===== config.mk =====
export PLATFORM = sky130hd
export DESIGN_NAME = ccm_timer_capcmp
export DESIGN_NICKNAME = d
export VERILOG_FILES = /design/src/rtl/ccm_pkg.sv /design/src/rtl/ccm_capcmp_unit.sv /design/src/rtl/ccm_edge_sync.sv /design/src/rtl/ccm_timer_capcmp.sv
export SDC_FILE = /design/constraint.sdc
export NUM_CORES = 1
export LEC_CHECK = 0
export BUFFER_PORTS_ARGS = -buffer_cell sky130_fd_sc_hd__buf_2
export CORE_MARGIN = 8
export CORE_UTILIZATION = 45
export CTS_CLUSTER_DIAMETER = 100
export DETAILED_ROUTE_END_ITERATION = 8
export HOLD_SLACK_MARGIN = 0.02
export MAX_ROUTING_LAYER = met4
export PLACE_DENSITY = 0.64
export SYNTH_ARGS = -nofsm -noshare
export SYNTH_HDL_FRONTEND = slang
export SYNTH_SLANG_ARGS = --single-unit

===== constraint.sdc =====
create_clock -name sys_clk -period 5.7 [get_ports sys_clk]
set_clock_uncertainty 0.1 [all_clocks]
set_input_delay 0.57 -clock sys_clk [delete_from_list [all_inputs] [get_ports sys_clk]]
set_output_delay 0.57 -clock sys_clk [all_outputs]
set_load 0.01 [all_outputs]

===== src/rtl/ccm_pkg.sv =====
// How it works
// - Both capture/compare registers are 16 bits, whole-word access, reset to 0000H.
// - Primary compare matches counter, raises primary match interrupt, value held.
// - A register in compare role ignores every capture trigger.
// - Primary capture latches counter on input A reverse edge when trigger select is 1, else on input B edge.
// - Secondary compare matches counter and raises secondary match interrupt.
// - Secondary capture latches counter on input A valid edge.
// - A zero compare gives no match at start; first match at 0000H to 0001H.
// - Secondary capture ignores the primary trigger select bit.
// - Reverse-edge capture gives no match irq; input B edge raises it instead.
// - Mode control takes bit and byte writes and resets to 00H.
// - Counting starts when run mode goes nonzero, stops on 00.
// - Run mode 00 stop and clear, 01 free, 10 edge clear, 11 match clear.
// - Output toggles on either match, plus input A edge when select is 1 and the timer is running.
// - Wrap flag sets on FFFFH to 0000H; cleared by writing 0 or stopping.
// - Writing 1 to the wrap flag sets it.
// - Counter steps on each count tick and reads 0000H while stopped.
// - Role select bit 0 means compare, 1 means capture.
package ccm_pkg;
    // =========================================================================
    // Register addresses
    localparam logic [15:0] CCM_ADDR_MODE  = 16'hffba;
    localparam logic [15:0] CCM_ADDR_ROLE  = 16'hffbc;
    localparam logic [15:0] CCM_ADDR_PRI   = 16'hffb0;
    localparam logic [15:0] CCM_ADDR_SEC   = 16'hffb2;
    localparam logic [15:0] CCM_ADDR_COUNT = 16'hffb4;

    // =========================================================================
    // Reset values and writable masks
    localparam logic [7:0]  CCM_MODE_RST   = 8'h00;
    localparam logic [7:0]  CCM_ROLE_RST   = 8'h00;
    localparam logic [15:0] CCM_CC_RST     = 16'h0000;
    localparam logic [7:0]  CCM_MODE_MASK  = 8'h0f;
    localparam logic [7:0]  CCM_ROLE_MASK  = 8'h07;

    // =========================================================================
    // Field positions
    localparam int unsigned CCM_WRAP_BIT     = 0;
    localparam int unsigned CCM_TOGGLE_BIT   = 1;
    localparam int unsigned CCM_RUN_LO_BIT   = 2;
    localparam int unsigned CCM_RUN_HI_BIT   = 3;
    localparam int unsigned CCM_PRI_ROLE_BIT = 0;
    localparam int unsigned CCM_PRI_TRIG_BIT = 1;
    localparam int unsigned CCM_SEC_ROLE_BIT = 2;

    // =========================================================================
    // Counter limits
    localparam logic [15:0] CCM_COUNT_ZERO = 16'h0000;
    localparam logic [15:0] CCM_COUNT_MAX  = 16'hffff;
    localparam logic [15:0] CCM_COUNT_ONE  = 16'h0001;

    // =========================================================================
    // Run modes and edge selections
    typedef enum logic [1:0] {
        CCM_STOP      = 2'b00,
        CCM_FREE      = 2'b01,
        CCM_EDGE_CLR  = 2'b10,
        CCM_MATCH_CLR = 2'b11
    } ccm_run_e;

    typedef enum logic [1:0] {
        CCM_EDGE_FALL = 2'b00,
        CCM_EDGE_RISE = 2'b01,
        CCM_EDGE_NONE = 2'b10,
        CCM_EDGE_BOTH = 2'b11
    } ccm_edge_e;
endpackage : ccm_pkg


===== src/rtl/ccm_capcmp_unit.sv =====
`timescale 1ns/1ps
module ccm_capcmp_unit import ccm_pkg::*; (
    // Clock and reset
    input  wire logic        sys_clk,
    input  wire logic        rst,
    // Role and software write
    input  wire logic        role_capture,
    input  wire logic        wr_en,
    input  wire logic [15:0] wr_data,
    // Counter view
    input  wire logic [15:0] count,
    input  wire logic        running,
    input  wire logic        count_tick,
    input  wire logic        first_tick,
    input  wire logic        capture_trig,
    // Results
    output logic [15:0]      value,
    output logic             match
);
    typedef struct packed {
        logic [15:0] value;
    } ccm_cc_s;

    ccm_cc_s st_r;
    ccm_cc_s st_nxt;

    // Match on the tick leaving the equal count; first tick after start masked
    always_comb begin
        match = !role_capture && running && count_tick && !first_tick
                && (count == st_r.value);
    end

    // Software write beats a capture landing in the same cycle
    always_comb begin
        st_nxt = st_r;
        if (wr_en) begin
            st_nxt.value = wr_data;
        end else if (role_capture && running && capture_trig) begin
            st_nxt.value = count;
        end
    end

    always_ff @(posedge sys_clk) begin
        if (rst) begin
            st_r.value <= CCM_CC_RST;
        end else begin
            st_r <= st_nxt;
        end
    end

    assign value = st_r.value;
endmodule : ccm_capcmp_unit


===== src/rtl/ccm_edge_sync.sv =====
`timescale 1ns/1ps
module ccm_edge_sync import ccm_pkg::*; (
    // Clock and reset
    input  wire logic       sys_clk,
    input  wire logic       rst,
    // Pin and edge choice
    input  wire logic       pin_in,
    input  wire logic [1:0] edge_sel,
    // Edge events
    output logic            valid_edge,
    output logic            reverse_edge
);
    typedef struct packed {
        logic meta;
        logic sync;
        logic last;
    } ccm_sync_s;

    ccm_sync_s st_r;
    ccm_sync_s st_nxt;
    logic      rise;
    logic      fall;
    logic [1:0] rev_sel;

    // =========================================================================
    // Edge decode shared by valid and reverse paths
    function automatic logic ccm_edge_hit(input logic [1:0] sel, input logic r,
                                          input logic f);
        case (sel)
            CCM_EDGE_FALL: ccm_edge_hit = f;
            CCM_EDGE_RISE: ccm_edge_hit = r;
            CCM_EDGE_BOTH: ccm_edge_hit = r | f;
            default:       ccm_edge_hit = 1'b0;
        endcase
    endfunction : ccm_edge_hit

    // Meta flop feeds only the sync flop
    always_comb begin
        st_nxt.meta = pin_in;
        st_nxt.sync = st_r.meta;
        st_nxt.last = st_r.sync;
    end

    always_ff @(posedge sys_clk) begin
        if (rst) begin
            st_r <= '0;
        end else begin
            st_r <= st_nxt;
        end
    end

    // Both-edge choice leaves no reverse edge to detect
    always_comb begin
        rise = st_r.sync & ~st_r.last;
        fall = ~st_r.sync & st_r.last;
        case (edge_sel)
            CCM_EDGE_FALL: rev_sel = CCM_EDGE_RISE;
            CCM_EDGE_RISE: rev_sel = CCM_EDGE_FALL;
            default:       rev_sel = CCM_EDGE_NONE;
        endcase
        valid_edge   = ccm_edge_hit(edge_sel, rise, fall);
        reverse_edge = ccm_edge_hit(rev_sel, rise, fall);
    end
endmodule : ccm_edge_sync


===== src/rtl/ccm_timer_capcmp.sv =====
`timescale 1ns/1ps
module ccm_timer_capcmp import ccm_pkg::*; (
    // Clock and reset
    input  wire logic        sys_clk,
    input  wire logic        rst,
    // CPU register port
    input  wire logic [15:0] cpu_addr,
    input  wire logic [15:0] cpu_wdata,
    input  wire logic [7:0]  cpu_wmask,
    input  wire logic        cpu_wr,
    input  wire logic        cpu_wide,
    input  wire logic        cpu_rd,
    output logic [15:0]      cpu_rdata,
    // Count clock enable and edge choices
    input  wire logic        count_tick,
    input  wire logic [1:0]  input_a_edge_sel,
    input  wire logic [1:0]  input_b_edge_sel,
    // Timer pins
    input  wire logic        timer_input_a,
    input  wire logic        timer_input_b,
    output logic             timer_output_pin,
    // Interrupt requests
    output logic             primary_match_irq,
    output logic             secondary_match_irq
);
    typedef struct packed {
        logic [7:0]  mode_control_reg;
        logic [7:0]  capture_role_control;
        logic [15:0] count_value;
        logic        first_tick;
        logic        pri_irq;
        logic        sec_irq;
        logic        tout;
        logic [15:0] rdata;
    } ccm_top_s;

    ccm_top_s    st_r;
    ccm_top_s    st_nxt;
    ccm_run_e    run_mode;
    logic        running;
    logic        a_valid;
    logic        a_reverse;
    logic        b_valid;
    logic        pri_match;
    logic        sec_match;
    logic        pri_trig;
    logic        ext_irq;
    logic        clear_evt;
    logic        wrap_set;
    logic        wr_mode;
    logic        wr_role;
    logic        wr_pri;
    logic        wr_sec;
    logic [7:0]  mode_new;
    logic [7:0]  role_new;
    logic [15:0] pri_value;
    logic [15:0] sec_value;
    logic        pri_role;
    logic        sec_role;
    logic        trig_sel;
    logic        toggle_sel;

    // =========================================================================
    // Input conditioning
    ccm_edge_sync u_sync_a (
        .sys_clk      (sys_clk),
        .rst          (rst),
        .pin_in       (timer_input_a),
        .edge_sel     (input_a_edge_sel),
        .valid_edge   (a_valid),
        .reverse_edge (a_reverse)
    );

    ccm_edge_sync u_sync_b (
        .sys_clk      (sys_clk),
        .rst          (rst),
        .pin_in       (timer_input_b),
        .edge_sel     (input_b_edge_sel),
        .valid_edge   (b_valid),
        .reverse_edge ()
    );

    // =========================================================================
    // Decode of control fields
    always_comb begin
        run_mode   = ccm_run_e'({st_r.mode_control_reg[CCM_RUN_HI_BIT],
                                 st_r.mode_control_reg[CCM_RUN_LO_BIT]});
        running    = (run_mode != CCM_STOP);
        toggle_sel = st_r.mode_control_reg[CCM_TOGGLE_BIT];
        pri_role   = st_r.capture_role_control[CCM_PRI_ROLE_BIT];
        trig_sel   = st_r.capture_role_control[CCM_PRI_TRIG_BIT];
        sec_role   = st_r.capture_role_control[CCM_SEC_ROLE_BIT];
    end

    // Byte-wide registers merge bit writes through the mask
    always_comb begin
        wr_mode  = cpu_wr && (cpu_addr == CCM_ADDR_MODE);
        wr_role  = cpu_wr && (cpu_addr == CCM_ADDR_ROLE);
        wr_pri   = cpu_wr && cpu_wide && (cpu_addr == CCM_ADDR_PRI);
        wr_sec   = cpu_wr && cpu_wide && (cpu_addr == CCM_ADDR_SEC);
        mode_new = ((st_r.mode_control_reg & ~cpu_wmask) | (cpu_wdata[7:0] & cpu_wmask))
                   & CCM_MODE_MASK;
        role_new = ((st_r.capture_role_control & ~cpu_wmask) | (cpu_wdata[7:0] & cpu_wmask))
                   & CCM_ROLE_MASK;
    end

    // =========================================================================
    // Capture/compare registers
    // Reverse-edge source captures; otherwise input B edge captures
    assign pri_trig = trig_sel ? a_reverse : b_valid;

    ccm_capcmp_unit u_primary (
        .sys_clk      (sys_clk),
        .rst          (rst),
        .role_capture (pri_role),
        .wr_en        (wr_pri),
        .wr_data      (cpu_wdata),
        .count        (st_r.count_value),
        .running      (running),
        .count_tick   (count_tick),
        .first_tick   (st_r.first_tick),
        .capture_trig (pri_trig),
        .value        (pri_value),
        .match        (pri_match)
    );

    // Secondary trigger never looks at the trigger select bit
    ccm_capcmp_unit u_secondary (
        .sys_clk      (sys_clk),
        .rst          (rst),
        .role_capture (sec_role),
        .wr_en        (wr_sec),
        .wr_data      (cpu_wdata),
        .count        (st_r.count_value),
        .running      (running),
        .count_tick   (count_tick),
        .first_tick   (st_r.first_tick),
        .capture_trig (a_valid),
        .value        (sec_value),
        .match        (sec_match)
    );

    // =========================================================================
    // Counter events
    always_comb begin
        ext_irq   = running && pri_role && trig_sel && b_valid;
        clear_evt = ((run_mode == CCM_EDGE_CLR) && a_valid)
                    || ((run_mode == CCM_MATCH_CLR) && pri_match);
        wrap_set  = running && count_tick && (st_r.count_value == CCM_COUNT_MAX);
    end

    // =========================================================================
    // Next state
    always_comb begin
        st_nxt = st_r;

        // Counter: cleared while stopped, clear events beat the tick
        if (!running) begin
            st_nxt.count_value = CCM_COUNT_ZERO;
        end else if (clear_evt) begin
            st_nxt.count_value = CCM_COUNT_ZERO;
        end else if (count_tick) begin
            st_nxt.count_value = st_r.count_value + CCM_COUNT_ONE;
        end

        // First tick after start is where a zero compare must stay quiet
        if (!running) begin
            st_nxt.first_tick = 1'b1;
        end else if (count_tick) begin
            st_nxt.first_tick = 1'b0;
        end

        // Mode register: stopping a running timer clears the wrap flag,
        // so a flag write of 1 while stopped still sets it; hardware set wins
        if (wr_mode) begin
            st_nxt.mode_control_reg = mode_new;
            if (running && (mode_new[CCM_RUN_HI_BIT:CCM_RUN_LO_BIT] == CCM_STOP)) begin
                st_nxt.mode_control_reg[CCM_WRAP_BIT] = 1'b0;
            end
        end
        if (wrap_set) begin
            st_nxt.mode_control_reg[CCM_WRAP_BIT] = 1'b1;
        end

        if (wr_role) begin
            st_nxt.capture_role_control = role_new;
        end

        // Match and external interrupt requests, one cycle each
        st_nxt.pri_irq = pri_match || ext_irq;
        st_nxt.sec_irq = sec_match;

        // Output toggle; input A edge only counts while running
        if (pri_match || sec_match || (toggle_sel && running && a_valid)) begin
            st_nxt.tout = ~st_r.tout;
        end

        // Read data one cycle after the strobe, zero elsewhere
        st_nxt.rdata = 16'h0000;
        if (cpu_rd) begin
            case (cpu_addr)
                CCM_ADDR_MODE:  st_nxt.rdata = {8'h00, st_r.mode_control_reg};
                CCM_ADDR_ROLE:  st_nxt.rdata = {8'h00, st_r.capture_role_control};
                CCM_ADDR_PRI:   st_nxt.rdata = pri_value;
                CCM_ADDR_SEC:   st_nxt.rdata = sec_value;
                CCM_ADDR_COUNT: st_nxt.rdata = st_r.count_value;
                default:        st_nxt.rdata = 16'h0000;
            endcase
        end
    end

    // =========================================================================
    // State register
    always_ff @(posedge sys_clk) begin
        if (rst) begin
            st_r                      <= '0;
            st_r.mode_control_reg     <= CCM_MODE_RST;
            st_r.capture_role_control <= CCM_ROLE_RST;
            st_r.count_value          <= CCM_COUNT_ZERO;
            st_r.first_tick           <= 1'b1;
        end else begin
            st_r <= st_nxt;
        end
    end

    // Outputs straight from flops
    assign cpu_rdata           = st_r.rdata;
    assign timer_output_pin    = st_r.tout;
    assign primary_match_irq   = st_r.pri_irq;
    assign secondary_match_irq = st_r.sec_irq;
endmodule : ccm_timer_capcmp

* Yosys cells after proc, flatten, opt, wreduce, memory -nomap -nowiden
Index checks and enable logic that the tools add are counted. W data, S select, Z words.
Word-level totals: logic and storage cells 110, bits of input ports 52, register bits 81, output and inout port bits 19
Cells by class: add/subtract/negate cells 1, equal/unequal tests 16, muxes and demuxes 13, reduce and logical (&&, ||, !) cells 44, bitwise logic cells 19
Operators by type and width (count):
- $eq A16 B16 Y1 const B | 6
- $pmux W16 S5 | 1
- $mux W16 | 4
- $eq A16 B16 Y1 | 2
- $logic_and A1 B1 Y1 | 26
- $add A16 B1 Y16 const B | 1
- $eq A2 B2 Y1 const B | 5
- $pmux W1 S3 | 3
- $and A4 B4 Y4 | 2
- $logic_not A2 Y1 | 4
- $reduce_bool A2 Y1 | 4
- $not A1 Y1 | 7
- $eq A2 B1 Y1 const B | 3
- $and A1 B1 Y1 | 4
- $logic_or A1 B1 Y1 | 4
- $mux W1 | 4
- $not A4 Y4 | 1
- $or A4 B4 Y4 | 1
- $pmux W2 S2 | 1
- $reduce_or A2 Y1 | 2
- $and A3 B3 Y3 | 1
- $logic_not A1 Y1 | 3
- $or A3 B3 Y3 | 1
- $reduce_or A3 Y1 | 1
- $or A1 B1 Y1 | 2

* Depth between registers and ports, before layout
word-level depth 8, gate-level depth with buffers 8, gate-level depth less buffers 7

* By module
Synthesis repeated with hierarchy kept, for this count alone.
Unflattened totals: cells, all modules 456, area total of the unflattened synthesis 4459.3 um^2
By module, submodules not included:
- ccm_timer_capcmp | times used 1, cells an instance 240, area each 2192.1 um^2, sequential area each 860.8 um^2
- ccm_capcmp_unit | times used 2, cells an instance 93, area each 991.0 um^2, sequential area each 320.3 um^2
- ccm_edge_sync | times used 2, cells an instance 15, area each 142.6 um^2, sequential area each 60.1 um^2

* Least setup slack after synthesis
No wires, ideal clock.
path kind input port to flip-flop, start point input port count_tick, end point register st_r[32] (netlist name), stages on the path 6, slack 3.584 ns, data required time 5.485 ns, arrival 1.901 ns, path buffers 2, setup time 0.115 ns, cell sequence clkbuf_1 nor4b_2 nand4_2 o311ai_4 buf_6 nor2_2
Between the ends: word-level cells in the longest chain between the ends 6
RTL lines:
- from (decl) | RTL line ccm_timer_capcmp.sv:15 | input wire logic count_tick,
- $logic_and A1 B1 Y1 (2 in series) | RTL line ccm_capcmp_unit.sv:29 | match = !role_capture && running && count_tick && !first_tick
- $logic_and A1 B1 Y1 | RTL line ccm_capcmp_unit.sv:30 | && (count == st_r.value);
- $logic_and A1 B1 Y1 | RTL line ccm_timer_capcmp.sv:148 | || ((run_mode == CCM_MATCH_CLR) && pri_match);
- $logic_or A1 B1 Y1 | RTL line ccm_timer_capcmp.sv:148
- $reduce_or A3 Y1 (no line)
- to (signal assigned) | RTL line ccm_timer_capcmp.sv:222 | st_r <= st_nxt;
- to (decl) | RTL line ccm_timer_capcmp.sv:37 | ccm_top_s st_r;
Parallel ways exist; a longest one is shown, timed or not. A chain may end at the register's enable or synchronous reset.

* Worst setup path after layout
start point input port cpu_addr[0], end point register st_r (netlist bit cpu_rdata[5])
Between the ends: word-level cells in the longest chain between the ends 2, elaborated cells between the ends (all ways) 6, classes of those cells eq/ne: 5; mux: 1
RTL lines:
- from (decl) | RTL line ccm_timer_capcmp.sv:7 | input wire logic [15:0] cpu_addr,
- $eq A16 B16 Y1 | RTL line ccm_timer_capcmp.sv:201 | case (cpu_addr)
- $pmux W16 S5 (*) | RTL line ccm_timer_capcmp.sv:201
Mark *: on every way between the ends. The rest lies on a longest branch, timed or not.

==> results.sh <==
export IMPL_hp_start="timer_input_b"
export IMPL_hold_depth=2
export IMPL_drive_gt1_frac=0.1835
export IMPL_cpMaxStageDelayCell="nor2b_1"
export IMPL_cp_max_fo=13
export IMPL_placed_area_um2=4972
export IMPL_min_period_ps=2752
export IMPL_initial_core_util=0.4645
export IMPL_cts_root_buf="clkbuf_8"
export IMPL_grt_first_pass_wirelength_mm=20.94
export IMPL_ant_nets=0
export IMPL_crit_chain="buf_2, or3b_4, nor4b_2, nor2b_1, a222oi_1, nor2_1"
export IMPL_synth_seq_area_share=0.3381
export IMPL_yosys_most_used_dff="dfxtp_1"
export IMPL_io_buffers=66
export IMPL_regToRegStartpoint="st_r[31]"
export IMPL_tightest_slew_ps=1225
export IMPL_dieArea_um2=14220
export IMPL_status="complete, no violations"
export IMPL_postCtsSetupBuffers=0
export IMPL_cts_buffers=9
export IMPL_drv_slew=0
export IMPL_wire_per_inst_um=17.72
export IMPL_grt_overflow=0
export IMPL_netlist_instances=575
export IMPL_area_growth_pct=7.931
export IMPL_r2r_cells=5
export IMPL_rrSetupSlack_ps=3080
export IMPL_worst_skew_pair_late_latency_ps=380
export IMPL_cts_tree="built"
export IMPL_drv_cap=0
export IMPL_synth_edff_count=0
export IMPL_grt_max_degree=36
export IMPL_critical_path_max_stage_delay_ps=970
export IMPL_p_leak_nw=2.195
export IMPL_multi_input_area_um2=2726
export IMPL_antenna_cells=0
export IMPL_synth_nets=632
export IMPL_vias=4176
export IMPL_postLayoutCoreUtil=0.5014
export IMPL_final_setup_tns_ps=0
export IMPL_cp_required_ps=5900
export IMPL_synth_seq_cells=81
export IMPL_die_x_um=119.2
export IMPL_post_route_period_util=0.4828
export IMPL_clock_power_share=0.386
export IMPL_rsz0062_at_grt="no"
export IMPL_power_frac_seq=0.518
export IMPL_gp_congestion=0.8724
export IMPL_drtPass1Iterations=7
export IMPL_path_class="in -> reg"
export IMPL_hold_viol_final=0
export IMPL_finalSetupViolCount=0
export IMPL_pin_count=71
export IMPL_stdcell_area_um2=5176
export IMPL_rr_endpoint="st_r[20]"
export IMPL_power_switching_uw=306.2
export IMPL_crit_arrival_ps=2950
export IMPL_ir_worst_vdd_v=0.00008981
export IMPL_ys_warn_count=0
export IMPL_seqCellArea_um2=1622
export IMPL_avgSynthCellArea_um2=8.341
export IMPL_drt_vias_per_instance=5.721
export IMPL_grtUsageTotal=0.1869
export IMPL_relSlewSlack=0.1830
export IMPL_cts_max_level=3
export IMPL_min_path_type="in -> reg"
export IMPL_clockBufferDepth=2
export IMPL_num_rows=37
export IMPL_synthArstFlopShare=0
export IMPL_clock_sinks=81
export IMPL_cts_resized=0
export IMPL_num_fill_cells=978
export IMPL_timing_fmax_mhz=363.4
export IMPL_p_comb_frac=0.096
export IMPL_cp_end_kind="register"
export IMPL_antenna_found_initial=0
export IMPL_holdBufCountCts=0
export IMPL_swShare=0.2680
export IMPL_cts_clk_slew_worst_paths_ps=100
export IMPL_drtIter0Drc=413
export IMPL_min_to="u_sync_b.st_nxt[1]"
export IMPL_power_density_nw_per_um2=220.7
export IMPL_post_dp_hpwl_mm=8.983
export IMPL_wl_mm=12.94
export IMPL_synth_distinct_cells=53
export IMPL_core_um2=10320
export IMPL_drc=0
export IMPL_synthesis_area_um2=4796
export IMPL_grt_pass1_vias=3992
export IMPL_final_nets=646
export IMPL_die_h_um=119.2
export IMPL_critPathLaunchType="primary input"
export IMPL_power_internal_uw=836.4
[how the worst max path moves through the flow]
stage | startpoint | endpoint | slack (ps) | cells after the start
6_report | cpu_addr[0] | cpu_rdata[5] | 2950 | 6
3_5_place_dp | cpu_addr[0] | cpu_rdata[5] | 2600 | 6
3_3_place_gp | cpu_addr[0] | cpu_rdata[15] | 2730 | 6
2_1_floorplan | count_tick | st_r[32] | 3580 | 6
5_1_grt | cpu_addr[0] | cpu_rdata[5] | 2850 | 6
4_1_cts | cpu_addr[0] | cpu_rdata[5] | 3040 | 6
[logic make-up (layout without fill, tap and decap cells)]
logic type,after synthesis,after routing,share of synthesized area
xor gates and xnor gates,47,47,0.08583
adders and majority gates,5,5,0.01304
and+or+nand+nor,209,209,0.2322
buffers and inverters,91,110,0.09340
DFF,81,81,0.3381
AOI/OAI and AO/OA,113,113,0.1766
muxes,29,29,0.06079
[layout by cell type (no fill, tap or decap), types with 4 or more instances in the layout]
| cell | n |
|---|---|
| nor3_1 | 41 |
| dfxtp_1 | 81 |
| nand2_1 | 32 |
| and3_1 | 4 |
| clkbuf_8 | 9 |
| nand3_1 | 7 |
| o211a_1 | 16 |
| nor2_2 | 10 |
| buf_2 | 66 |
| a21oi_1 | 18 |
| inv_1 | 23 |
| nor2_1 | 58 |
| a222oi_1 | 16 |
| nand4_1 | 17 |
| buf_4 | 5 |
| mux2i_1 | 28 |
| a211oi_1 | 17 |
| o21ai_0 | 14 |
| xor2_1 | 33 |
| nand3b_1 | 4 |
| nor2b_1 | 6 |
| o22ai_1 | 17 |
| ha_1 | 5 |
| xnor2_1 | 14 |
[cell usage after synthesis (7+ instances only)]
master / number / area, um^2
a211oi_1: 17 / 127.6
inv_1: 23 / 86.33
nor3_1: 41 / 205.2
o21ai_0: 14 / 70.07
buf_4: 18 / 135.1
dfxtp_1: 81 / 1622
nor2_2: 10 / 62.56
xor2_1: 33 / 289.0
xnor2_1: 14 / 122.6
clkbuf_1: 34 / 127.6
o211a_1: 16 / 160.2
a222oi_1: 16 / 160.2
o22ai_1: 17 / 106.4
nor2_1: 58 / 217.7
nand4_1: 17 / 106.4
buf_2: 13 / 65.06
nand2_1: 32 / 120.1
nand3_1: 7 / 35.03
mux2i_1: 28 / 280.3
a21oi_1: 18 / 90.09
[cell type report]
cell class / instances / area share
Inverter: 23 / 0.01668
Multi-Input combinational cell: 403 / 0.5267
Tap cell: 136 / 0.03287
Clock inverter: 7 / 0.01547
Clock buffer: 9 / 0.02393
Timing Repair Buffer: 71 / 0.07107
Sequential cell: 81 / 0.3133
[flip-flops by register name, indices dropped and copies added, names as in the netlist, 2 cells and up, named ones only]
name,flops
u_secondary.value,16
run_mode,2
u_primary.value,16
cpu_rdata,16
st_r,18
u_sync_b.st_nxt,2
u_sync_a.st_nxt,2
[metrics by stage]
stage	power, mW	hold slack (ps)	instances	setup WS [ps]
floorplan	0.6745	313.8	575	3584
global placement	0.7099	317.7	714	2731
detailed placement	0.7139	333.5	714	2603
CTS	1.154	302.0	730	3039
global route	1.188	331.0	730	2850
finish	1.143	316.1	730	2948
[power groups by stage]
stage / Clock [mW] / Sequential [mW] / Combinational (mW)
after global placement: 0 / 0.604 / 0.106
final: 0.441 / 0.592 / 0.110
after floorplan: 0 / 0.601 / 0.0737
after global routing: 0.473 / 0.594 / 0.121
after detailed placement: 0 / 0.605 / 0.109
after CTS: 0.452 / 0.592 / 0.110
[worst max-delay path: cells and delay by family]
| family | cells | cell delay (ps) |
|---|---|---|
| buffers and inverters | 1 | 90 |
| AOI/OAI and AO/OA | 1 | 400 |
| and+or+nand+nor | 4 | 1890 |
[layer usage]
layer | vias to the layer above | global-route usage | part of all wire
met3 | 18 | 0.03684 | 0.065
li1 | 2071 | - | -
met5 | - | - | 0
met2 | 138 | 0.2922 | 0.46
met4 | 0 | 0.07194 | 0.015
met1 | 1949 | 0.2330 | 0.46
Power figures use the tool's default switching activity.
